### src/rfid_page_pkg.sv
`default_nettype none
package rfid_page_pkg;
    // memory geometry
    localparam int NUM_PAGES = 17;         // lockable pages
    localparam int PAGE_BITS = 80;         // data bits per page
    localparam int ID_BITS = 64;           // identification part of a page
    localparam int CHK_BITS = 16;          // block_check_word part of a page
    localparam int SEL_BITS = 24;          // selective address width
    localparam int ADDR_BITS = 8;          // write and read address byte
    localparam int PRE_BITS = 16;          // zero pre-bits of a reply
    localparam int REPLY_BITS = 128;       // reply frame length
    localparam int RX_BITS = 112;          // longest write frame
    localparam int CRC_BITS = 88;          // bits covered by frame_check_word
    localparam int LEN_W = 7;              // width of frame bit counters
    localparam int PAGE_W = 6;             // width of the page field
    localparam int IDX_W = 5;              // width of a memory index
    localparam int SEL_LSB = 8;            // selective address position in a frame
    localparam int DATA_LSB_PLAIN = 8;     // data position without selective address
    localparam int DATA_LSB_SEL = 32;      // data position after selective address
    localparam int SEL_FIELD_LSB = 0;      // selective address position in page 1
    localparam logic [7:0] START_BYTE = 8'h7e;
    localparam logic [15:0] PRE_VALUE = 16'h0000;
    localparam logic [5:0] FIRST_PAGE = 6'h01;
    localparam logic [5:0] LAST_PAGE = 6'h11;
    // command field of the write address byte
    localparam logic [1:0] CMD_READ = 2'h0;
    localparam logic [1:0] CMD_PROG = 2'h1;
    localparam logic [1:0] CMD_LOCK = 2'h2;
    localparam logic [1:0] CMD_SELREAD = 2'h3;
    // status field of the reply read address
    localparam logic [1:0] ST_UNLOCKED = 2'h0;
    localparam logic [1:0] ST_PROGRAMMED = 2'h1;
    localparam logic [1:0] ST_LOCKED = 2'h2;
    // frame check word generator, bitwise and reflected
    localparam logic [15:0] CRC_INIT = 16'h0000;
    localparam logic [15:0] CRC_POLY = 16'h8408;
    // device variants
    typedef logic [1:0] variant_t;
    localparam variant_t VAR_BASIC = 2'h0;
    localparam variant_t VAR_SELECTIVE = 2'h1;
    localparam variant_t VAR_SECURE = 2'h2;
    // reader waiting times, in clock cycles
    localparam int CHARGE_CYCLES = 64;
    localparam int REPLY_TIMEOUT = 256;

    // number of write bits that a command must carry
    function automatic logic [6:0] frame_len(input logic [1:0] cmd, input logic sel);
        int n;
        n = ADDR_BITS;
        if (sel) begin
            n = n + SEL_BITS;
        end
        if (cmd == CMD_PROG) begin
            n = n + PAGE_BITS;
        end
        return 7'(n);
    endfunction

    // frame check word over read data and read address, lsb first
    function automatic logic [15:0] crc16(input logic [87:0] d);
        logic [15:0] c;
        c = CRC_INIT;
        for (int i = 0; i < CRC_BITS; i++) begin
            if (c[0] ^ d[i]) begin
                c = (c >> 1) ^ CRC_POLY;
            end else begin
                c = c >> 1;
            end
        end
        return c;
    endfunction
endpackage
`default_nettype wire

### src/rfid_link_if.sv
`timescale 1ns/10ps
`default_nettype none
interface rfid_link_if;
    logic field_on;  // reader field powers the tag
    logic wr_valid;  // one write bit this cycle
    logic wr_bit;    // write bit value
    logic wr_end;    // end of the write phase
    logic rd_valid;  // one reply bit this cycle
    logic rd_bit;    // reply bit value
    logic rd_last;   // last reply bit
    modport tag (input field_on, input wr_valid, input wr_bit, input wr_end,
        output rd_valid, output rd_bit, output rd_last);
    modport reader (output field_on, output wr_valid, output wr_bit, output wr_end,
        input rd_valid, input rd_bit, input rd_last);
endinterface
`default_nettype wire

### src/rfid_tag.sv
// Function
// - seventeen pages, eighty bits plus lock each
// - sixty-four identification bits, sixteen check bits
// - lock bit set only by lock command
// - lock bit cleared only by reset
// - locked page readable, not reprogrammable
// - page 1 low 24 bits: selective address
// - selective commands need full address match
// - basic variant: no page address returns page 1
// - general read returns addressed page
// - reader sends selective address for selective read
// - program writes data, replies new contents
// - lock reply carries contents and locked status
// - selective program only after address match
// - selective lock only after address match
// - variant decides the supported commands
// - write byte: command first, lsb first
// - reply: pre-bits, start, data, address, check
// - read address: status first, then page
// - wrong write bit count: discharge silently
`timescale 1ns/10ps
`default_nettype none
module rfid_tag #(
    parameter rfid_page_pkg::variant_t VARIANT = rfid_page_pkg::VAR_BASIC
) (
    input wire logic clk,              // system clock
    input wire logic rst,              // asynchronous reset, clears memory
    rfid_link_if.tag link,             // link to the reader
    output logic [16:0] locked_pages,  // lock bit of each page
    output logic executed              // pulse when a command is executed
);

    ////////////////////////////////////////////////////////////////////////
    // declarations

    typedef enum logic [1:0] {S_LISTEN, S_EXEC, S_REPLY, S_DEAD} tag_state_e;

    tag_state_e state;                           // activation phase
    logic [79:0] mem [0:16];                     // page data
    logic [111:0] rx;                            // received write bits
    logic [6:0] rx_cnt;                          // received bit count
    logic rx_over;                               // frame longer than any command
    logic [127:0] tx;                            // reply shift register
    logic [6:0] tx_cnt;                          // reply bits left minus one
    logic [1:0] cmd;                             // command field
    logic [5:0] page;                            // page field
    logic [4:0] idx;                             // memory index of the page
    logic charge_only;                           // no write bits received
    logic need_sel;                              // selective address expected
    logic cmd_ok;                                // command supported by the variant
    logic page_ok;                               // page number in range
    logic sel_match;                             // selective address equal
    logic accept;                                // command executes
    logic do_prog;                               // memory write happens
    logic [79:0] new_data;                       // data carried by program
    logic [79:0] reply_data;                     // page data in the reply
    logic [1:0] reply_status;                    // status field in the reply
    logic [7:0] reply_addr;                      // read address byte

    ////////////////////////////////////////////////////////////////////////
    // decode of the received frame

    // command byte arrives command first, lsb first, so it sits in the low bits
    always_comb begin
        cmd = rx[1:0];
        page = rx[7:2];
        charge_only = (rx_cnt == 7'h00);
        // basic parts never carry a selective address
        need_sel = (VARIANT != rfid_page_pkg::VAR_BASIC) && (cmd != rfid_page_pkg::CMD_READ);
        page_ok = (page >= rfid_page_pkg::FIRST_PAGE) && (page <= rfid_page_pkg::LAST_PAGE);
        idx = charge_only ? 5'h00 : 5'(page - rfid_page_pkg::FIRST_PAGE);
        // bit-by-bit compare against the field held in page 1
        sel_match = (rx[rfid_page_pkg::SEL_LSB +: rfid_page_pkg::SEL_BITS] ==
            mem[0][rfid_page_pkg::SEL_FIELD_LSB +: rfid_page_pkg::SEL_BITS]);
        if (need_sel) begin
            new_data = rx[rfid_page_pkg::DATA_LSB_SEL +: rfid_page_pkg::PAGE_BITS];
        end else begin
            new_data = rx[rfid_page_pkg::DATA_LSB_PLAIN +: rfid_page_pkg::PAGE_BITS];
        end
    end

    // supported command set per variant
    always_comb begin
        cmd_ok = 1'b0;
        case (VARIANT)
            rfid_page_pkg::VAR_BASIC: begin
                // basic part has no selective read
                cmd_ok = charge_only || (cmd != rfid_page_pkg::CMD_SELREAD);
            end
            rfid_page_pkg::VAR_SELECTIVE: begin
                cmd_ok = !charge_only;
            end
            rfid_page_pkg::VAR_SECURE: begin
                // secure part refuses the unaddressed general read
                cmd_ok = !charge_only && (cmd != rfid_page_pkg::CMD_READ);
            end
            default: begin
                cmd_ok = 1'b0;
            end
        endcase
    end

    // execution decision and reply contents
    always_comb begin
        if (charge_only) begin
            accept = cmd_ok;
        end else begin
            accept = cmd_ok && page_ok && !rx_over &&
                (rx_cnt == rfid_page_pkg::frame_len(cmd, need_sel)) &&
                (!need_sel || sel_match);
        end
        // a locked page refuses the write
        do_prog = !charge_only && (cmd == rfid_page_pkg::CMD_PROG) &&
            !locked_pages[idx];
        if (do_prog) begin
            reply_data = new_data;
            reply_status = rfid_page_pkg::ST_PROGRAMMED;
        end else if (!charge_only && (cmd == rfid_page_pkg::CMD_LOCK)) begin
            reply_data = mem[idx];
            reply_status = rfid_page_pkg::ST_LOCKED;
        end else begin
            reply_data = mem[idx];
            reply_status = locked_pages[idx] ? rfid_page_pkg::ST_LOCKED :
                rfid_page_pkg::ST_UNLOCKED;
        end
        // status goes first on the air, so it takes the low bits
        reply_addr = {(charge_only ? rfid_page_pkg::FIRST_PAGE : page), reply_status};
    end

    ////////////////////////////////////////////////////////////////////////
    // activation sequence

    // a field drop ends any activation and recharges the tag
    always_ff @(posedge clk or posedge rst) begin
        if (rst) begin
            state <= S_LISTEN;
        end else if (!link.field_on) begin
            state <= S_LISTEN;
        end else begin
            case (state)
                S_LISTEN: begin
                    if (link.wr_end) begin
                        state <= S_EXEC;
                    end
                end
                S_EXEC: begin
                    // a refused command discharges with no reply
                    state <= accept ? S_REPLY : S_DEAD;
                end
                S_REPLY: begin
                    if (tx_cnt == 7'h00) begin
                        state <= S_DEAD;
                    end
                end
                S_DEAD: begin
                    state <= S_DEAD;
                end
                default: begin
                    state <= S_LISTEN;
                end
            endcase
        end
    end

    // write bit capture, lsb first at rising bit positions
    always_ff @(posedge clk or posedge rst) begin
        if (rst) begin
            rx <= '0;
            rx_cnt <= 7'h00;
            rx_over <= 1'b0;
        end else if (!link.field_on || (state != S_LISTEN && state != S_EXEC)) begin
            rx <= '0;
            rx_cnt <= 7'h00;
            rx_over <= 1'b0;
        end else if (state == S_LISTEN && link.wr_valid && !link.wr_end) begin
            if (rx_cnt < 7'(rfid_page_pkg::RX_BITS)) begin
                rx[rx_cnt] <= link.wr_bit;
                rx_cnt <= rx_cnt + 7'h01;
            end else begin
                // counter saturates; an overlong frame is only flagged
                rx_over <= 1'b1;
            end
        end
    end

    ////////////////////////////////////////////////////////////////////////
    // page memory and lock bits

    // reset stands for a blank part; the field alone never clears memory
    always_ff @(posedge clk or posedge rst) begin
        if (rst) begin
            for (int i = 0; i < rfid_page_pkg::NUM_PAGES; i++) begin
                mem[i] <= '0;
            end
        end else if (link.field_on && state == S_EXEC && accept && do_prog) begin
            // identification and block_check_word are stored as sent
            mem[idx] <= new_data;
        end
    end

    // no command clears a lock bit once set; only reset does
    always_ff @(posedge clk or posedge rst) begin
        if (rst) begin
            locked_pages <= '0;
        end else if (link.field_on && state == S_EXEC && accept && !charge_only &&
            cmd == rfid_page_pkg::CMD_LOCK) begin
            locked_pages[idx] <= 1'b1;
        end
    end

    // one-cycle note that a command ran
    always_ff @(posedge clk or posedge rst) begin
        if (rst) begin
            executed <= 1'b0;
        end else begin
            executed <= link.field_on && (state == S_EXEC) && accept;
        end
    end

    ////////////////////////////////////////////////////////////////////////
    // reply transmitter

    // frame is loaded whole and shifted out lsb first, one bit a cycle
    always_ff @(posedge clk or posedge rst) begin
        if (rst) begin
            tx <= '0;
            tx_cnt <= 7'h00;
        end else if (link.field_on && state == S_EXEC && accept) begin
            tx <= {rfid_page_pkg::crc16({reply_addr, reply_data}), reply_addr, reply_data,
                rfid_page_pkg::START_BYTE, rfid_page_pkg::PRE_VALUE};
            tx_cnt <= 7'(rfid_page_pkg::REPLY_BITS - 1);
        end else if (state == S_REPLY) begin
            tx <= tx >> 1;
            tx_cnt <= tx_cnt - 7'h01;
        end
    end

    // link outputs registered so they lag the shift register by one cycle
    always_ff @(posedge clk or posedge rst) begin
        if (rst) begin
            link.rd_valid <= 1'b0;
            link.rd_bit <= 1'b0;
            link.rd_last <= 1'b0;
        end else begin
            link.rd_valid <= link.field_on && (state == S_REPLY);
            link.rd_bit <= link.field_on && (state == S_REPLY) && tx[0];
            link.rd_last <= link.field_on && (state == S_REPLY) && (tx_cnt == 7'h00);
        end
    end

endmodule
`default_nettype wire

### src/flat_wrapper.sv
// flat-port wrapper written by rule: the top's interface ports become plain ports
module rfid_tag_flat 
#(
    parameter rfid_page_pkg::variant_t VARIANT = rfid_page_pkg::VAR_BASIC
)
  (clk, rst, locked_pages, executed, link_field_on, link_wr_valid, link_wr_bit, link_wr_end, link_rd_valid, link_rd_bit, link_rd_last);
  rfid_link_if link_i ();
  input wire logic clk;
  input wire logic rst;
  output logic [16:0] locked_pages;
  output logic executed;
  input wire logic [$bits(link_i.field_on)-1:0] link_field_on;
  input wire logic [$bits(link_i.wr_valid)-1:0] link_wr_valid;
  input wire logic [$bits(link_i.wr_bit)-1:0] link_wr_bit;
  input wire logic [$bits(link_i.wr_end)-1:0] link_wr_end;
  output wire logic [$bits(link_i.rd_valid)-1:0] link_rd_valid;
  output wire logic [$bits(link_i.rd_bit)-1:0] link_rd_bit;
  output wire logic [$bits(link_i.rd_last)-1:0] link_rd_last;
  assign link_i.field_on = link_field_on;
  assign link_i.wr_valid = link_wr_valid;
  assign link_i.wr_bit = link_wr_bit;
  assign link_i.wr_end = link_wr_end;
  assign link_rd_valid = link_i.rd_valid;
  assign link_rd_bit = link_i.rd_bit;
  assign link_rd_last = link_i.rd_last;
  rfid_tag #(.VARIANT(VARIANT)) u_core (.clk(clk), .rst(rst), .link(link_i), .locked_pages(locked_pages), .executed(executed));
endmodule
### config.mk
export PLATFORM = sky130hd
export DESIGN_NAME = rfid_tag_flat
export DESIGN_NICKNAME = d
export VERILOG_FILES = /design/src/rfid_page_pkg.sv /design/src/rfid_link_if.sv /design/src/rfid_tag.sv /design/src/flat_wrapper.sv
export SDC_FILE = /design/constraint.sdc
export NUM_CORES = 2
export LEC_CHECK = 0
export BUFFER_PORTS_ARGS = -buffer_cell sky130_fd_sc_hd__buf_2
export CAP_MARGIN = 20
export CORE_MARGIN = 2
export CORE_UTILIZATION = 45
export CTS_BUF_LIST = sky130_fd_sc_hd__clkbuf_8
export CTS_CLUSTER_DIAMETER = 150
export CTS_CLUSTER_SIZE = 24
export DETAILED_ROUTE_END_ITERATION = 16
export PLACE_DENSITY = 0.68
export SYNTH_ARGS = -nofsm -noshare
export SYNTH_HDL_FRONTEND = slang
export SYNTH_SLANG_ARGS = --single-unit
### constraint.sdc
create_clock -name clk -period 117 [get_ports clk]
set_clock_uncertainty 0.05 [all_clocks]
set_input_delay 11.7 -clock clk [delete_from_list [all_inputs] [get_ports clk]]
set_output_delay 11.7 -clock clk [all_outputs]
set_load 0.05 [all_outputs]
-- Word level (Yosys, flattened, before mapping)
Cells that the tools add are included.
- memories kept: 0
- flip-flop bits (word level): 1638
- bits in latches: 0
- word-level logic and storage cells: 482
- ROM bits: 0
- memory bits (writable): 0
- div/mod/pow operators: 0
- equality and inequality tests: 11
- bitwise gates (word level): 176
- $add $sub $neg: 4
- shift operators: 0
- $mul: 0
- multiplexer cells: 216
- order comparisons: 9
- reduce and logical (&&, ||, !) cells: 38
- operators by type and width (operator ; count):
    $mux W16 ; 175
    $bwmux W1360 ; 1
    $bmux W80 S5 ; 1
    $demux W80 S5 ; 1
    $mux W112 ; 3
    $mux W80 ; 4
    $not A2 Y3 ; 87
    $mux W128 ; 2
    $bwmux W112 ; 1
    $xor A1 B1 Y1 ; 87
    $mux W7 ; 8
    $logic_and A1 B1 Y1 ; 21
    $or A17 B17 Y17 ; 1
    $logic_not A7 Y1 ; 2
    $mux W2 ; 6
    $lt A7 B8 Y1 const B ; 1
    $mux W1 ; 8
    $pmux W2 S4 ; 1
    $reduce_bool A2 Y1 ; 4
    $add A7 B1 Y7 const B ; 1
    $add A7 B7 Y7 const B ; 1
    $demux W1 S7 ; 1
    $eq A7 B7 Y1 ; 1
    $ge A7 B1 Y1 const B ; 1
    23 further kinds ; 35

-- Longest topological paths before layout
- word-level depth: 271
- gate-level depth with buffers: 40
- gate-level depth less buffers: 22

-- Least setup slack after synthesis
No wires, ideal clock.
- kind: input to register
- from: in link_wr_end
- to: reg u_core.rx[10]
- library setup time: 136 ps
- arrival: 13367 ps
- path slack: 103447 ps
- stages on the path: 7
- buffers on the path: 1
- data required time: 116814 ps
- cells stage by stage: nor4b_1 > nand2_1 > nor4_1 > clkbuf_1 > nand2_1 > nand2_1 > a21oi_1
- longest elaborated chain between the ends: 4
- RTL lines (element ; RTL line ; text):
    start, declared ; flat_wrapper.sv:15 ; input wire logic [$bits(link_i.wr_end)-1:0] link_wr_end;
    $logic_not A1 Y1 ; rfid_tag.sv:175 ; end else if (state == S_LISTEN && link.wr_valid && !link.wr_end) begin
    $logic_and A1 B1 Y1 ; rfid_tag.sv:175 ;
    $reduce_bool A2 Y1 (no source line) ; - ;
    $reduce_and A2 Y1 (no source line) ; - ;
    end signal, assigned by index ; rfid_tag.sv:177 ; rx[rx_cnt] <= link.wr_bit;
    end, declared ; rfid_tag.sv:40 ; logic [111:0] rx;
No other way between the ends.
A chain may end at the register's enable or synchronous reset.

-- Final worst setup path
- from: in link_field_on
- to: reg u_core.mem[422] (netlist name)
- longest elaborated chain between the ends: 3
- RTL lines (element ; RTL line ; text):
    start, declared ; flat_wrapper.sv:12 ; input wire logic [$bits(link_i.field_on)-1:0] link_field_on;
    $logic_and A1 B1 Y1 (3 in a row) ; rfid_tag.sv:195 ; end else if (link.field_on && state == S_EXEC && accept && do_prog) begin
    end signal, assigned by index ; rfid_tag.sv:197 ; mem[idx] <= new_data;
    end, declared ; rfid_tag.sv:39 ; logic [79:0] mem [0:16];
No other way between the ends.

==> summary.txt <==
Worst setup EP type -> flop
Final GP Congestion -> 0.941
drt via density -> 6.24
Syn Std Cell Area -> 78500 µm²
syn_nets -> 6350
sequential share of the synthesized area -> 51.4%
Crit Path Class -> input port to flop
MaxCap Viol Count -> 0
GRT Total Usage -> 25.2%
drt total wl -> 227000 µm
clock tree from TritonCTS -> yes
Synth Flop Type -> dfrtp_1
Hold/Removal Path Class -> flop to flop
Max Root-Sink Buffers -> 3
DR WL/cell -> 27.4 µm
1st-pass router iterations -> 7
RSZ-0062 raised after global routing -> no
row cnt -> 153
setup bufs post-CTS -> 0
Die X-Extent -> 422 µm
port bufs -> 26
Initial Util -> 45.2%
final hold vios -> 0
crit path DAT -> 15.89 ns
number of nets with antenna violations after routing -> 0
hold-fix buffers at CTS -> 0
HP Start -> u_core.tx[109]$_DFFE_PP0P_
RR Startpoint -> u_core.rx[2]$_DFFE_PP0P_
Synth top area share -> 51.4%
max_slew headroom -> 19.5%
layout cell share with drive strength beyond 1 -> 32.2%
# setup viols final -> 0
via count -> 51700
asr flop ratio synth -> 100%
fill count -> 15400
core area -> 174000 µm²
CTS root buf -> clkbuf_8
Final Cycle Share -> 13.0%
Reg2Reg Depth -> 22
DRC viols -> 0
Syn-to-layout area delta -> 3.87%
Worst Setup SP -> link_field_on
outcome -> finished clean
maximum clock frequency -> 65.8 MHz
count of state elements after synthesis -> 1614
post-CTS sizing -> 0
Final nets -> 5969
Avg Inst Size Synth -> 12.4 µm²
clock-pin slew on the worst setup and hold paths -> 0.14 ns
synth unique cells -> 90
Worst-Margin Slew -> 1.21 ns
Slew Limit Fails -> 0
Worst Hold Depth -> 2
largest net degree at the start of global routing -> 195
type of origin of the critical path -> input port
post-synth top area cell -> dfrtp_1
Yosys Warn Count -> 0
Post-synth EDFFs -> 0
Area contributors post-synth -> dfrtp_1 (51%), mux2_2 (21%), mux4_2 (3.0%)
Post-Route Setup TNS -> 0 ns
Sink Count -> 1614
die area -> 178000 µm²
initial antenna violation count -> 2
Crit path required time -> 117.69 ns
DIE HEIGHT -> 422 µm
IO Pins -> 27
min Tclk post-route -> 15.20 ns
Gate Count Post-Synth -> 6338
clk_lat worst skew -> 0.88 ns
CTS Buf Count -> 77
HPWL after DPL -> 134000 µm
first-pass GRT wire length -> 342000 µm
grt total ovfl -> 0
Iteration-0 DRC Markers -> 5485
vias in the first global route -> 52200
CP max FO -> 41
H-Tree Depth -> 3
[Yosys cell counts (48+ instances only)]
library cell and instances:
dfrtp_1 1614, mux2_2 1462, clkbuf_1 399, nand2_1 389, a21oi_1 256, o21ai_0 248
nor2_1 224, xnor2_1 168, o22ai_1 151, mux2i_1 128, nand3_1 113, mux4_2 105
buf_1 101, xor2_1 83, buf_2 73, nor4_1 66, a22oi_1 61, and3_1 52
a221oi_1 51, xnor3_1 50, a211oi_1 48
[logic make-up after synthesis]
logic type	synth area share, %
buf+inv	3.52
compound gates	8.40
fa+ha+maj	0.0956
mux	25.7
xor+xnor	5.02
flops	51.4
simple gates	5.83
[per-layer routing]
layer  share of wire, %  up-vias  wire length, µm  GRT usage [%]
met3                6.5      419            14700           3.77
met1                 43    27500            97600           35.0
met2                 46     1840           106000           40.1
met4                4.0        2             9160           9.40
met5             0.0070        -               16              0
li1                   -    22000                -              -
[placed cells by master (no fill, tap or decap), types with 29 or more instances in the layout]
cell and count:
dfrtp_1 1613, mux2_2 1462, nand2_1 374, a21oi_1 255, o21ai_0 248, nor2_1 217, xnor2_1 168, o22ai_1 151
mux2i_1 128, buf_4 127, nand3_1 110, mux4_2 105, xor2_1 83, clkbuf_8 80, a22oi_1 61, nor4_1 59
a221oi_1 51, and3_1 51, xnor3_1 50, a211oi_1 48, a31oi_1 46, nor3_1 41, or3_1 38, a2111oi_0 29
[worst paths after layout]
| kind | endpoint | slack (ns) |
|---|---|---|
| min in group asynchronous | u_core.mem[353]$_DFFE_PP0P_ | 10.90 |
| worst min-delay path | u_core.tx[108]$_DFFE_PP0P_ | 0.45 |
| max in group asynchronous | u_core.mem[1042]$_DFFE_PP0P_ | 101.87 |
| worst max-delay path | u_core.mem[422]$_DFFE_PP0P_ | 101.80 |
| worst max register to register | u_core.tx[122]$_DFFE_PP0P_ | 106.67 |
| worst min register to register | u_core.tx[108]$_DFFE_PP0P_ | 0.45 |
[critical path: stages]
cell and delay, ns:
buf_2 0.18, nand2_4 0.07, clkinv_2 0.58, nand2_1 0.32, nor3_1 0.94, nand2_4 0.86, buf_4 0.72, mux2_2 0.41
[sequential cells by signal, summed over array words and instances (netlist names)]
signal / count
u_core.mem: 1360
u_core.rx_over: 1
u_core.link.rd_last: 1
u_core.locked_pages: 17
u_core.link.rd_bit: 1
u_core.tx_cnt: 7
u_core.executed: 1
u_core.link.rd_valid: 1
u_core.state: 2
u_core.rx_cnt: 7
u_core.rx: 88
u_core.tx: 128
[area by class of cell]
class                      instances  area (µm²)  area share [%]
sequential                      1614       40400            49.5
multi-input combinational       4076       35700            43.8
tap                             2325        2910            3.57
timing repair buffer             162        1270            1.56
clock buffer                      80        1100            1.35
inverter                          26         109           0.133
clock inverter                     6        55.1          0.0675
antenna                            5        12.5          0.0153
[metrics by stage]
step	instance area (µm²)	hold slack, ns	setup slack, ns	util (%)	instances
2_1_floorplan	78500	0.389	59.71	-	6338
6_report	81500	0.453	101.80	47.0	8294
4_1_cts	81500	0.439	101.47	46.9	8286
3_3_place_gp	80300	0.409	100.64	46.2	8197
5_1_grt	81500	0.466	101.27	47.0	8291
3_5_place_dp	80300	0.410	100.51	46.3	8200
Power is left out: the tool's default activity adds up to more than one toggle a clock period on the data nets, which glitch-free logic cannot reach.
